$ cat src/rre_pkg.sv
// constants and types for the return and rotate execution block
package rre_pkg;
   localparam int PC_W = 13;
   localparam int DATA_W = 8;
   localparam logic [PC_W-1:0] PC_RST = 13'h0000;
   localparam logic [DATA_W-1:0] ACC_RST = 8'h00;
   localparam int MSB = 7;
   localparam int RET_CYCLES = 2;
   typedef enum logic [3:0] {
      RRE_OP_NONE,
      RRE_OP_SUB_EXIT,
      RRE_OP_SUB_EXIT_LIT,
      RRE_OP_INT_EXIT,
      RRE_OP_ROT_L,
      RRE_OP_ROT_L_W,
      RRE_OP_ROT_LC,
      RRE_OP_ROT_LC_W,
      RRE_OP_ROT_R,
      RRE_OP_ROT_R_W,
      RRE_OP_ROT_RC,
      RRE_OP_ROT_RC_W
   } rre_op_t;
   typedef enum {
      RRE_IDLE,
      RRE_EXIT2
   } rre_state_t;
endpackage

$ cat src/rre_exec.sv
// return and rotate execution unit: pc, working register, carry, irq enable
`timescale 1ns/1ps
`default_nettype none
module rre_exec (
   input wire logic core_clk,
   input wire logic rst_b,
   input wire logic op_valid,
   input wire rre_pkg::rre_op_t op_code,
   input wire logic [7:0] op_literal,
   input wire logic [7:0] mem_rdata,
   input wire logic [12:0] stack_top,
   output logic op_ready,
   output logic stack_pop,
   output logic [12:0] pc,
   output logic [7:0] acc,
   output logic carry,
   output logic global_irq_enable,
   output logic [7:0] mem_wdata,
   output logic mem_we
);
   rre_pkg::rre_state_t state_reg, state_next;
   // op_reg keeps the exit being finished so the dead cycle can be checked against it
   rre_pkg::rre_op_t op_reg, op_next;
   logic [12:0] pc_reg, pc_next;
   logic [7:0] acc_reg, acc_next;
   logic carry_reg, carry_next;
   logic gie_reg, gie_next;
   logic [7:0] wdata_reg, wdata_next;
   logic we_reg, we_next;
   logic [7:0] rot_res;
   logic rot_c;
   logic rot_to_mem, rot_to_acc, rot_sets_c;

   // the rotate result is formed every cycle; the state logic decides whether it lands
   // via-carry forms read the carry held before this op, never the one it produces
   always_comb begin
      rot_res = mem_rdata;
      rot_c = carry_reg;
      rot_to_mem = 1'b0;
      rot_to_acc = 1'b0;
      rot_sets_c = 1'b0;
      unique case (op_code)
         rre_pkg::RRE_OP_ROT_L: begin
            rot_res = {mem_rdata[6:0], mem_rdata[rre_pkg::MSB]};
            rot_to_mem = 1'b1;
         end
         rre_pkg::RRE_OP_ROT_L_W: begin
            rot_res = {mem_rdata[6:0], mem_rdata[rre_pkg::MSB]};
            rot_to_acc = 1'b1;
         end
         rre_pkg::RRE_OP_ROT_LC: begin
            rot_res = {mem_rdata[6:0], carry_reg};
            rot_c = mem_rdata[rre_pkg::MSB];
            rot_to_mem = 1'b1;
            rot_sets_c = 1'b1;
         end
         rre_pkg::RRE_OP_ROT_LC_W: begin
            rot_res = {mem_rdata[6:0], carry_reg};
            rot_c = mem_rdata[rre_pkg::MSB];
            rot_to_acc = 1'b1;
            rot_sets_c = 1'b1;
         end
         rre_pkg::RRE_OP_ROT_R: begin
            rot_res = {mem_rdata[0], mem_rdata[7:1]};
            rot_to_mem = 1'b1;
         end
         rre_pkg::RRE_OP_ROT_R_W: begin
            rot_res = {mem_rdata[0], mem_rdata[7:1]};
            rot_to_acc = 1'b1;
         end
         rre_pkg::RRE_OP_ROT_RC: begin
            rot_res = {carry_reg, mem_rdata[7:1]};
            rot_c = mem_rdata[0];
            rot_to_mem = 1'b1;
            rot_sets_c = 1'b1;
         end
         rre_pkg::RRE_OP_ROT_RC_W: begin
            // through-carry right into the working register, memory untouched
            rot_res = {carry_reg, mem_rdata[7:1]};
            rot_c = mem_rdata[0];
            rot_to_acc = 1'b1;
            rot_sets_c = 1'b1;
         end
         default: begin
         end
      endcase
   end

   assign op_ready = (state_reg == rre_pkg::RRE_IDLE);
   // pop in the first cycle only; the second cycle is the refill slot
   assign stack_pop = op_ready && op_valid && (op_code == rre_pkg::RRE_OP_SUB_EXIT
      || op_code == rre_pkg::RRE_OP_SUB_EXIT_LIT || op_code == rre_pkg::RRE_OP_INT_EXIT);

   always_comb begin
      state_next = state_reg;
      op_next = op_reg;
      pc_next = pc_reg;
      acc_next = acc_reg;
      carry_next = carry_reg;
      gie_next = gie_reg;
      wdata_next = wdata_reg;
      we_next = 1'b0;
      unique case (state_reg)
         rre_pkg::RRE_IDLE: begin
            if (stack_pop) begin
               pc_next = stack_top;
               op_next = op_code;
               state_next = rre_pkg::RRE_EXIT2;
               if (op_code == rre_pkg::RRE_OP_SUB_EXIT_LIT) begin
                  acc_next = op_literal;
               end
               if (op_code == rre_pkg::RRE_OP_INT_EXIT) begin
                  gie_next = 1'b1;
               end
            end else if (op_valid) begin
               if (rot_to_mem) begin
                  wdata_next = rot_res;
                  we_next = 1'b1;
               end
               if (rot_to_acc) begin
                  acc_next = rot_res;
               end
               if (rot_sets_c) begin
                  carry_next = rot_c;
               end
            end
         end
         rre_pkg::RRE_EXIT2: begin
            // an op offered here is dropped; the caller must offer it again
            op_next = rre_pkg::RRE_OP_NONE;
            state_next = rre_pkg::RRE_IDLE;
         end
      endcase
   end

   always_ff @(posedge core_clk) begin
      if (!rst_b) begin
         state_reg <= rre_pkg::RRE_IDLE;
         op_reg <= rre_pkg::RRE_OP_NONE;
         pc_reg <= rre_pkg::PC_RST;
         acc_reg <= rre_pkg::ACC_RST;
         carry_reg <= 1'b0;
         gie_reg <= 1'b0;
         wdata_reg <= 8'h00;
         we_reg <= 1'b0;
      end else begin
         state_reg <= state_next;
         op_reg <= op_next;
         pc_reg <= pc_next;
         acc_reg <= acc_next;
         carry_reg <= carry_next;
         gie_reg <= gie_next;
         wdata_reg <= wdata_next;
         we_reg <= we_next;
      end
   end

   assign pc = pc_reg;
   assign acc = acc_reg;
   assign carry = carry_reg;
   assign global_irq_enable = gie_reg;
   assign mem_wdata = wdata_reg;
   assign mem_we = we_reg;

   // exits: pc reload, two-cycle occupancy, flags untouched
   AST_EXIT_PC: assert property (@(posedge core_clk) disable iff (!rst_b)
      stack_pop |=> pc == $past(stack_top)) else $error("pc not reloaded");
   AST_EXIT_TWO: assert property (@(posedge core_clk) disable iff (!rst_b)
      stack_pop |=> !op_ready ##1 op_ready) else $error("exit not two cycles");
   AST_EXIT_FLAGS: assert property (@(posedge core_clk) disable iff (!rst_b)
      stack_pop |=> $stable(carry)) else $error("exit touched carry");
   AST_POP_ONCE: assert property (@(posedge core_clk) disable iff (!rst_b)
      stack_pop |=> !stack_pop) else $error("stack popped twice for one exit");
   // the second cycle belongs to the exit that started it
   AST_EXIT_OP: assert property (@(posedge core_clk) disable iff (!rst_b)
      !op_ready |-> op_reg inside {rre_pkg::RRE_OP_SUB_EXIT, rre_pkg::RRE_OP_SUB_EXIT_LIT,
      rre_pkg::RRE_OP_INT_EXIT}) else $error("dead cycle without an exit");
   AST_DEAD_IGNORED: assert property (@(posedge core_clk) disable iff (!rst_b)
      !op_ready |=> !mem_we && $stable(acc) && $stable(carry) && $stable(pc))
      else $error("op taken in the dead cycle");
   AST_EXIT_LIT: assert property (@(posedge core_clk) disable iff (!rst_b)
      stack_pop && op_code == rre_pkg::RRE_OP_SUB_EXIT_LIT |=> acc == $past(op_literal))
      else $error("literal not loaded");
   AST_INT_EXIT: assert property (@(posedge core_clk) disable iff (!rst_b)
      stack_pop && op_code == rre_pkg::RRE_OP_INT_EXIT |=> global_irq_enable)
      else $error("irq enable not set");
   // rotates: result one cycle after the op is taken
   AST_RLC: assert property (@(posedge core_clk) disable iff (!rst_b)
      op_ready && op_valid && op_code == rre_pkg::RRE_OP_ROT_LC
      |=> mem_we && mem_wdata == {$past(mem_rdata[6:0]), $past(carry)}
      && carry == $past(mem_rdata[7])) else $error("rlc wrong");
   AST_RLCW: assert property (@(posedge core_clk) disable iff (!rst_b)
      op_ready && op_valid && op_code == rre_pkg::RRE_OP_ROT_LC_W
      |=> !mem_we && acc == {$past(mem_rdata[6:0]), $past(carry)}
      && carry == $past(mem_rdata[7])) else $error("rlc to acc wrong");
   AST_RR: assert property (@(posedge core_clk) disable iff (!rst_b)
      op_ready && op_valid && op_code == rre_pkg::RRE_OP_ROT_R
      |=> mem_we && mem_wdata == {$past(mem_rdata[0]), $past(mem_rdata[7:1])}
      && $stable(carry)) else $error("rr wrong");
   AST_RRW: assert property (@(posedge core_clk) disable iff (!rst_b)
      op_ready && op_valid && op_code == rre_pkg::RRE_OP_ROT_R_W
      |=> !mem_we && acc == {$past(mem_rdata[0]), $past(mem_rdata[7:1])})
      else $error("rr to acc wrong");
   AST_RRC: assert property (@(posedge core_clk) disable iff (!rst_b)
      op_ready && op_valid && op_code == rre_pkg::RRE_OP_ROT_RC
      |=> mem_we && mem_wdata == {$past(carry), $past(mem_rdata[7:1])}
      && carry == $past(mem_rdata[0])) else $error("rrc wrong");
   AST_RL: assert property (@(posedge core_clk) disable iff (!rst_b)
      op_ready && op_valid && op_code == rre_pkg::RRE_OP_ROT_L
      |=> mem_we && mem_wdata == {$past(mem_rdata[6:0]), $past(mem_rdata[7])}
      && $stable(carry)) else $error("rl wrong");
   AST_RLW: assert property (@(posedge core_clk) disable iff (!rst_b)
      op_ready && op_valid && op_code == rre_pkg::RRE_OP_ROT_L_W
      |=> !mem_we && $stable(carry)
      && acc == {$past(mem_rdata[6:0]), $past(mem_rdata[7])})
      else $error("rl to acc wrong");

   COV_INT_EXIT: cover property (@(posedge core_clk) disable iff (!rst_b)
      stack_pop && op_code == rre_pkg::RRE_OP_INT_EXIT);
   COV_LIT_EXIT: cover property (@(posedge core_clk) disable iff (!rst_b)
      stack_pop && op_code == rre_pkg::RRE_OP_SUB_EXIT_LIT);
   COV_DEAD_OFFER: cover property (@(posedge core_clk) disable iff (!rst_b)
      !op_ready && op_valid);
   COV_RLC_WB: cover property (@(posedge core_clk) disable iff (!rst_b)
      op_ready && op_valid && op_code == rre_pkg::RRE_OP_ROT_LC);
   COV_RRC_ACC: cover property (@(posedge core_clk) disable iff (!rst_b)
      op_ready && op_valid && op_code == rre_pkg::RRE_OP_ROT_RC_W);
endmodule
`default_nettype wire

$ cat config.mk
export PLATFORM = sky130hd
export DESIGN_NAME = rre_exec
export DESIGN_NICKNAME = d
export VERILOG_FILES = /design/src/rre_pkg.sv /design/src/rre_exec.sv
export SDC_FILE = /design/constraint.sdc
export NUM_CORES = 1
export LEC_CHECK = 0
export BUFFER_PORTS_ARGS = -buffer_cell sky130_fd_sc_hd__buf_2
export CAP_MARGIN = 30
export CORE_MARGIN = 2
export CORE_UTILIZATION = 25
export CTS_BUF_LIST = sky130_fd_sc_hd__clkbuf_4 sky130_fd_sc_hd__clkbuf_8
export DETAILED_ROUTE_END_ITERATION = 7
export PLACE_DENSITY = 0.56
export SLEW_MARGIN = 20
export SYNTH_ARGS = -nofsm -noshare
export SYNTH_HDL_FRONTEND = slang
export SYNTH_SLANG_ARGS = --single-unit
$ cat constraint.sdc
create_clock -name core_clk -period 4.5 [get_ports core_clk]
set_input_delay 1.35 -clock core_clk [delete_from_list [all_inputs] [get_ports core_clk]]
set_output_delay 1.35 -clock core_clk [all_outputs]
set_load 0.02 [all_outputs]
==> results.md, run 1 <==
- The run finished with clean final reports.
- The repair_antennas step left the layout with diodes totalling 0.
- The capture endpoint of the worst hold path is pc[12].
- TritonCTS created 5 clock buffers.
- The critical path required time is 3.15 ns.
- The TritonCTS clock tree is done.
- After clock tree synthesis, the flow added hold-fix buffers numbering 0.
- The final-report max-slew violation count is 0.
- In this run the worst hold path is classified as register to register.
- The number of nets produced by synthesis is 207.
- The max-cap violation count is 0.
- For this run, the register share of the synthesized area comes to 42.0%.
- STA classifies the critical path startpoint as an input port.
- The setup clock skew after layout is 0.00649 ns.
- The iteration-0 DRC count of the detailed router is 67.
- The power consumption is 655 uW.
- Across all setup checks in the final design, the least slack found is 0.655 ns.
- Global routing consumed, over all layers together, 12.6% of the routing resources.
- The post-layout net count is 274.
- The leakage power is 0.000954 uW.
- The number of input and output port buffers inserted is 69.
- The count of nets left with antenna violations once routing finished came out at 0.
- Setup repair after global routing left no endpoint under its margin.
- The number of enable-type register cells in the synthesized netlist is 0.
- The headroom to the max-slew limit is 49.2%.
- The row count is 28.
- The deepest level of the CTS H-tree is 2.
- The time the worst path needs with I/O delays and setup is around 3.8 ns.
- The floorplan die height is 83.3 um.
- The largest net degree at the start of global routing is 36.
- Power spread over the standard cell area amounts to around 320 mW/mm2.
- 70 I/O pins were placed.
- The buffer cell driving the clock tree root is clkbuf_8.
- After clock tree synthesis, the clock-pin slew on the worst setup and hold paths is around 0.070 ns.
- The via-per-instance ratio is 4.61.
- Setup violations remaining at the end of the flow were counted as 0.
- The number of setup buffers added after CTS is 0.
- In the routed design, unresolved DRC markers number 0.
- The synthesis warning total is 0.
- The width of the die is 83.3 um.
- The number of endpoints with negative hold slack in the final report is 0.
- Adding up every negative setup slack in the final design gives 0 ns.
- From synthesis to final layout, the design area changed by 30.1%.
- The maximum number of buffers from clock root to sink is 2.
- The worst reg2reg path endpoint is acc[2].
- The floorplan die area is 0.00694 mm2.
- The minimum setup slack among reg-to-reg paths is 2.89 ns.
- The count of cell types in the netlist is 39.
- The worst hold path was traced through 2 stages.
- The count of TritonRoute iterations in the first routing pass is 4.
- Global routing finished with a remaining overflow of 0.
- The worst setup path is captured at an output port.
- The maximum clock frequency is between 0.2 and 0.3 GHz.
- The reg-to-reg startpoint is state_reg[0].
- In the synthesized netlist the async set-or-reset flop fraction comes to 0%.
- Across the VDD grid, the largest voltage drop is roughly 0.1 mV.
- The slew of the pin with the lowest slew margin is 0.762 ns.
- The smallest hold slack is between 0.4 and 0.5 ns.
- The first global-routing pass estimated 6980 um of wire.
- The area share of the largest cell type after synthesis is 42.0%.
- For this configuration, the core starts out at a cell density of 26.2%.
- The tree built by TritonCTS fans out to 33 sinks.
- The detailed-placement wirelength estimate is 3160 um.
- At the end of routability-driven placement, the weighted congestion stood at 0.740.
- The fraction of layout cells with a size suffix above 1 is 35.6%.
- The routed length per instance is 13.6 um.
- The total area inside the core boundary comes to roughly 0.006 mm2.
- Of all cell types, the one taking the most synthesized area is dfxtp_1.
- In the synthesized netlist the dominant register cell turns out to be dfxtp_1.
- In the finished design, the share of the clock period the worst path needs comes to 85.5%.
- Synthesis produced 171 cells.
- Summed over all layers, the routed wires come to 4280 um.
- Counting cells, the worst reg-to-reg path comes to 5.
- The class of the most critical setup path is input port to output port.
- The mean instance size in the synthesized netlist is 9.19 um2.
- The worst-path maximum fanout is 17.
- At the placement stage, the worst setup path has a slack of roughly 0.65 ns.
- The number of flip-flops under the largest register name is 13.
- The routed layout has 1449 vias.
- The worst endpoint data arrival time is between 2 and 3 ns.
- The startpoint identified for the worst hold timing path is pc[12].
- In this run, post-CTS repair resized a total of 0 instances.
- In this run the cell area of the synthesized design comes to 0.00157 mm2.
- The flip-flop and latch count after synthesis is 33.
- The initial antenna violation count is 0.
- Clock latency on the worst-skew pair, taken at its later pin, is roughly 0.28 ns.
- By area the synthesized netlist is led by dfxtp_1 (42%), mux2i_1 (13%), nand2_1 (6.4%).
- The number of global-route vias before repair is 1402.
## area by class of cell
type | count | area [um2]
well taps | 75 | 93.8
clock buffers | 6 | 76.3
multi-input cells | 123 | 825
repair buffers | 72 | 368
flip-flops and latches | 33 | 661
clock inverters | 2 | 10.0
fillers | 656 | 3950
inverters | 3 | 11.3
## cell families (layout without fill, tap and decap cells)
group                  count (synthesis)  in the layout  synth area share [%]
AO/OA/AOI/OAI                         42             42                  19.9
multiplexers                          22             22                  14.1
flip-flops                            33             33                  42.0
AND/OR/NAND/NOR                       58             58                  17.9
XOR/XNOR                               1              1                 0.557
buffers and inverters                 15             83                  5.49
## routing by layer
| layer | vias to the layer above | global-route usage (%) | wire, um |
|---|---|---|---|
| met1 | 666 | 17.2 | 2030 |
| met2 | 43 | 18.4 | 1950 |
| li1 | 733 | - | - |
| met3 | 7 | 2.88 | 217 |
| met4 | 0 | 6.26 | 81 |
| met5 | - | 0 | 0 |
## Yosys cell counts, types with 3 or more instances
cell	number
dfxtp_1	33
nand2_1	27
mux2i_1	21
nor2_1	9
nor2b_1	9
o21ai_0	9
a21boi_1	8
a221oi_1	6
a21boi_0	5
clkbuf_1	5
buf_2	3
buf_6	3
nand2b_1	3
## worst max-delay path: stages
cell,delay (ns)
buf_2,0.21
or2_4,0.30
or3_4,0.38
inv_2,0.08
buf_2,0.16
## cell usage in the layout, fill, tap and decap left out, types with 2 or more instances in the layout
master,synthesis,final
dfxtp_1,33,33
a21boi_1,8,8
o21ai_0,9,9
nand2b_1,3,3
mux2i_1,21,21
and2_1,2,2
nand2_1,27,27
a21boi_0,5,5
buf_2,3,69
nor2_1,9,9
nor2b_1,9,9
clkinv_2,0,2
a221oi_1,6,6
buf_4,1,3
o211ai_1,2,2
nor3b_1,2,2
inv_1,2,2
clkbuf_8,0,5
## metrics by stage
stage / area [um2] / std cells / utilization, %
6_report: 2040 / 314 / 34.1
5_1_grt: 2040 / 314 / 34.1
4_1_cts: 2040 / 314 / 34.1
3_5_place_dp: 1960 / 306 / 32.7
3_3_place_gp: 1960 / 306 / 32.7
2_1_floorplan: 1570 / 171 / -
## power by group
| part | switching [uW] | leakage [uW] | internal, uW | total [uW] |
|---|---|---|---|---|
| Combinational | 69.0 | 0.000637 | 48.9 | 118 |
| Clock | 112 | 0.0000484 | 113 | 225 |
| Sequential | 6.67 | 0.000269 | 306 | 312 |
## worst max-delay path by stage
stage / startpoint / endpoint
floorplan: op_code[2] / stack_pop
global placement: op_code[3] / stack_pop
detailed placement: op_code[3] / stack_pop
finish: op_code[3] / stack_pop
global route: op_code[3] / stack_pop
CTS: op_code[3] / stack_pop
(Power assumes the default switching activity.)
==> inputs of run 2 (changes only) <==
CORE_MARGIN = unset   (was 2)
CORE_UTILIZATION = 45   (was 25)
PLACE_DENSITY = 0.85   (was 0.56)
==> run 2 against run 1 <==
  * Global-route usage grew 7.4 points
  * Sequential share of layout area up 0.67 points
  * Via count about the same
  * Critical path depth did not move
  * Sequential power is essentially flat
  * Die area fell by 46%
  * Flip-flop and latch count stayed put
  * Cell count decreased by 9.6%
  * Register-to-register slack barely moved
  * Largest cell class unchanged
==> results.md, run 2 (synthesis results as in run 1) <==
- Setup repair after global routing left no endpoint under its margin.
- The growth of design area from synthesis to finish is 27.5%.
- The library cell appearing most often on the critical path is buf_2.
- The number of flip-flops under the largest register name is 13.
- After the first detailed-routing iteration, the DRC count stood at 65.
- The number of endpoints with negative hold slack in the final report is 0.
- In the finished design, the share of the clock period the worst path needs comes to between 80% and 90%.
- Timing would allow up to 0.252 GHz.
- The maximum ir drop on the vdd rail is 0.213 mV.
- The first global-routing pass estimated 5400 um of wire.
- The critical path required time is 3.15 ns.
- The worst setup path is launched from an input port.
- The number of global-route vias before repair is 1274.
- The count of nets left with antenna violations once routing finished came out at 0.
- The run finished with clean final reports.
- The number of input and output port buffers inserted is about 70.
- The library cell contributing the largest single delay on the critical path is or3_4.
- Leaving out fill and tap cells, the most frequent cell in the layout is buf_2.
- The via count is 1448.
- The total cell area at the placement stage is 0.00191 mm2.
- The signal on the critical path passes through buf_2 -> or2_4 -> or3_4 -> inv_2 -> buf_2.
- The effective utilization at floorplan is 47.1%.
- The min-delay analysis places its worst path in the category register to register.
- At the end of the flow the core is filled with cells to 60.0%.
- The floorplan has 21 rows.
- The width of the die is 61.1 um.
- The routed length per instance is 12.8 um.
- The TritonCTS clock tree is done.
- The HPWL after detailed placement is 2630 um.
- The worst endpoint data arrival time is 2.62 ns.
- The area of the core region is 0.00334 mm2.
- In this design, the stage delay of the slowest critical-path cell is roughly 0.49 ns.
- The minimum setup slack among reg-to-reg paths is 2.89 ns.
- The capturing element type of the critical path is an output port.
- The via-per-instance ratio is 5.10.
- Setup violations remaining at the end of the flow were counted as 0.
- Of the cells placed in the final design, the portion with a size suffix greater than 1 is 35.3%.
- The number of DRC violations after detailed routing is 0.
- The global-route congestion overflow total is 0.
- The global-route usage over all layers is 20.0%.
- The finished cells cover 0.00200 mm2.
- After clock tree synthesis, the flow added hold-fix buffers numbering 0.
- The clock net in this run drives a total of 33 sinks.
- The worst-case setup slack after placement is between 0.5 and 0.6 ns.
- The leakage power is between 0.0009 and 0.001 uW.
- The final weighted congestion in routability-driven placement is 0.774.
- Measured along the y axis, the die boundary spans 61.1 um.
- The initial antenna violation count is 0.
- The count of buffers added by post-CTS timing repair for setup is 0.
- Clock skew on the completed layout was measured at around 0.0096 ns.
- The headroom to the max-slew limit is 50.8%.
- The largest net degree at the start of global routing is 36.
- For this block, the routed nets add up to 3640 um of wire.
- For this design the top-level I/O count stands at 70.
- The die covers 0.00373 mm2.
- Across all setup checks in the final design, the least slack found is 0.534 ns.
- The final setup TNS is 0 ns.
- The count of filler cells inserted in the layout is approximately 320.
- The clock passes through at most 2 buffers.
- The slew of the pin with the lowest slew margin is 0.737 ns.
- The max-cap violation count is 0.
- The worst-path maximum fanout is 22.
- The H-tree was split into 2 levels.
- Once the clock tree was built, the resizer swapped 0 gates to a different size.
- In this run, CTS created clock tree buffers numbering 5.
- In this run the power density over the cells is between 300 and 400 mW/mm2.
- The final-report max-slew violation count is 0.
- At the later pin of the worst-skew pair, clock insertion delay measures approximately 0.34 ns.
- The repair_antennas step left the layout with diodes totalling 0.
- Clock-pin slew was measured on the worst setup and hold paths at 0.10 ns.
- After the last flow step, the layout net total stands at 273.
- The library cells used most frequently in the layout, excluding fill and tap cells, are buf_2 (69), dfxtp_1 (33), nand2_1 (27).
- The buffer cell driving the clock tree root is clkbuf_4.
- The critical path is of the input port to output port type.
- Power comes to 668 uW.
- The count of TritonRoute iterations in the first routing pass is 4.
- The worst path needs 3.97 ns of the cycle, external delays included.
==> run 2: cell count changes in the layout (fill, tap and decap cells not counted) <==
cell | before | now
clkbuf_4 | 1 | 6
clkbuf_8 | 5 | 1
clkinv_2 | 2 | 0
buf_4 | 3 | 2
bufinv_16 | 0 | 1
==> run 2: metrics by stage <==
step | hold slack [ns] | std cells
floorplan | 0.533 | 171
global placement | 0.441 | 276
detailed placement | 0.445 | 276
CTS | 0.459 | 284
global route | 0.481 | 284
finish | 0.454 | 284
==> run 2: final cells by class <==
class                   instances  area, um2  share of cell area (%)
flip-flops and latches         33        661                    33.0
clock buffers                   7       58.8                    2.94
multi-input cells             123        825                    41.2
inverters                       3       11.3                   0.562
clock inverters                 1       30.0                    1.50
repair buffers                 71        360                    18.0
well taps                      46       57.6                    2.87
==> run 2: worst max-delay path: cells and delay by family <==
family                 cells  cell delay, ns
buffers and inverters      3            0.46
AND/OR/NAND/NOR            2            0.79
==> run 2: power breakdown <==
part / leakage, uW / switching, uW / total, uW / internal, uW
sequential: 0.000269 / 6.46 / 312 / 305
combinational: 0.000632 / 67.4 / 116 / 48.5
clock: 0.0000489 / 102 / 240 / 139
==> run 2: path summary, 6_finish.rpt <==
check / startpoint / end / cells after the start
hold reg to reg: pc[6] / pc[6] / 2
hold / removal: pc[6] / pc[6] / 2
setup reg to reg: state_reg[0] / pc[11] / 6
setup / recovery: op_code[3] / stack_pop / 5
==> run 2: metal layers <==
layer | GRT usage, % | share of wire (%) | vias to the layer above
li1 | - | - | 737
met1 | 24.5 | 44 | 664
met2 | 32.8 | 49 | 35
met3 | 4.20 | 4.1 | 12
met4 | 11.0 | 2.7 | 0
met5 | 0 | 0 | -
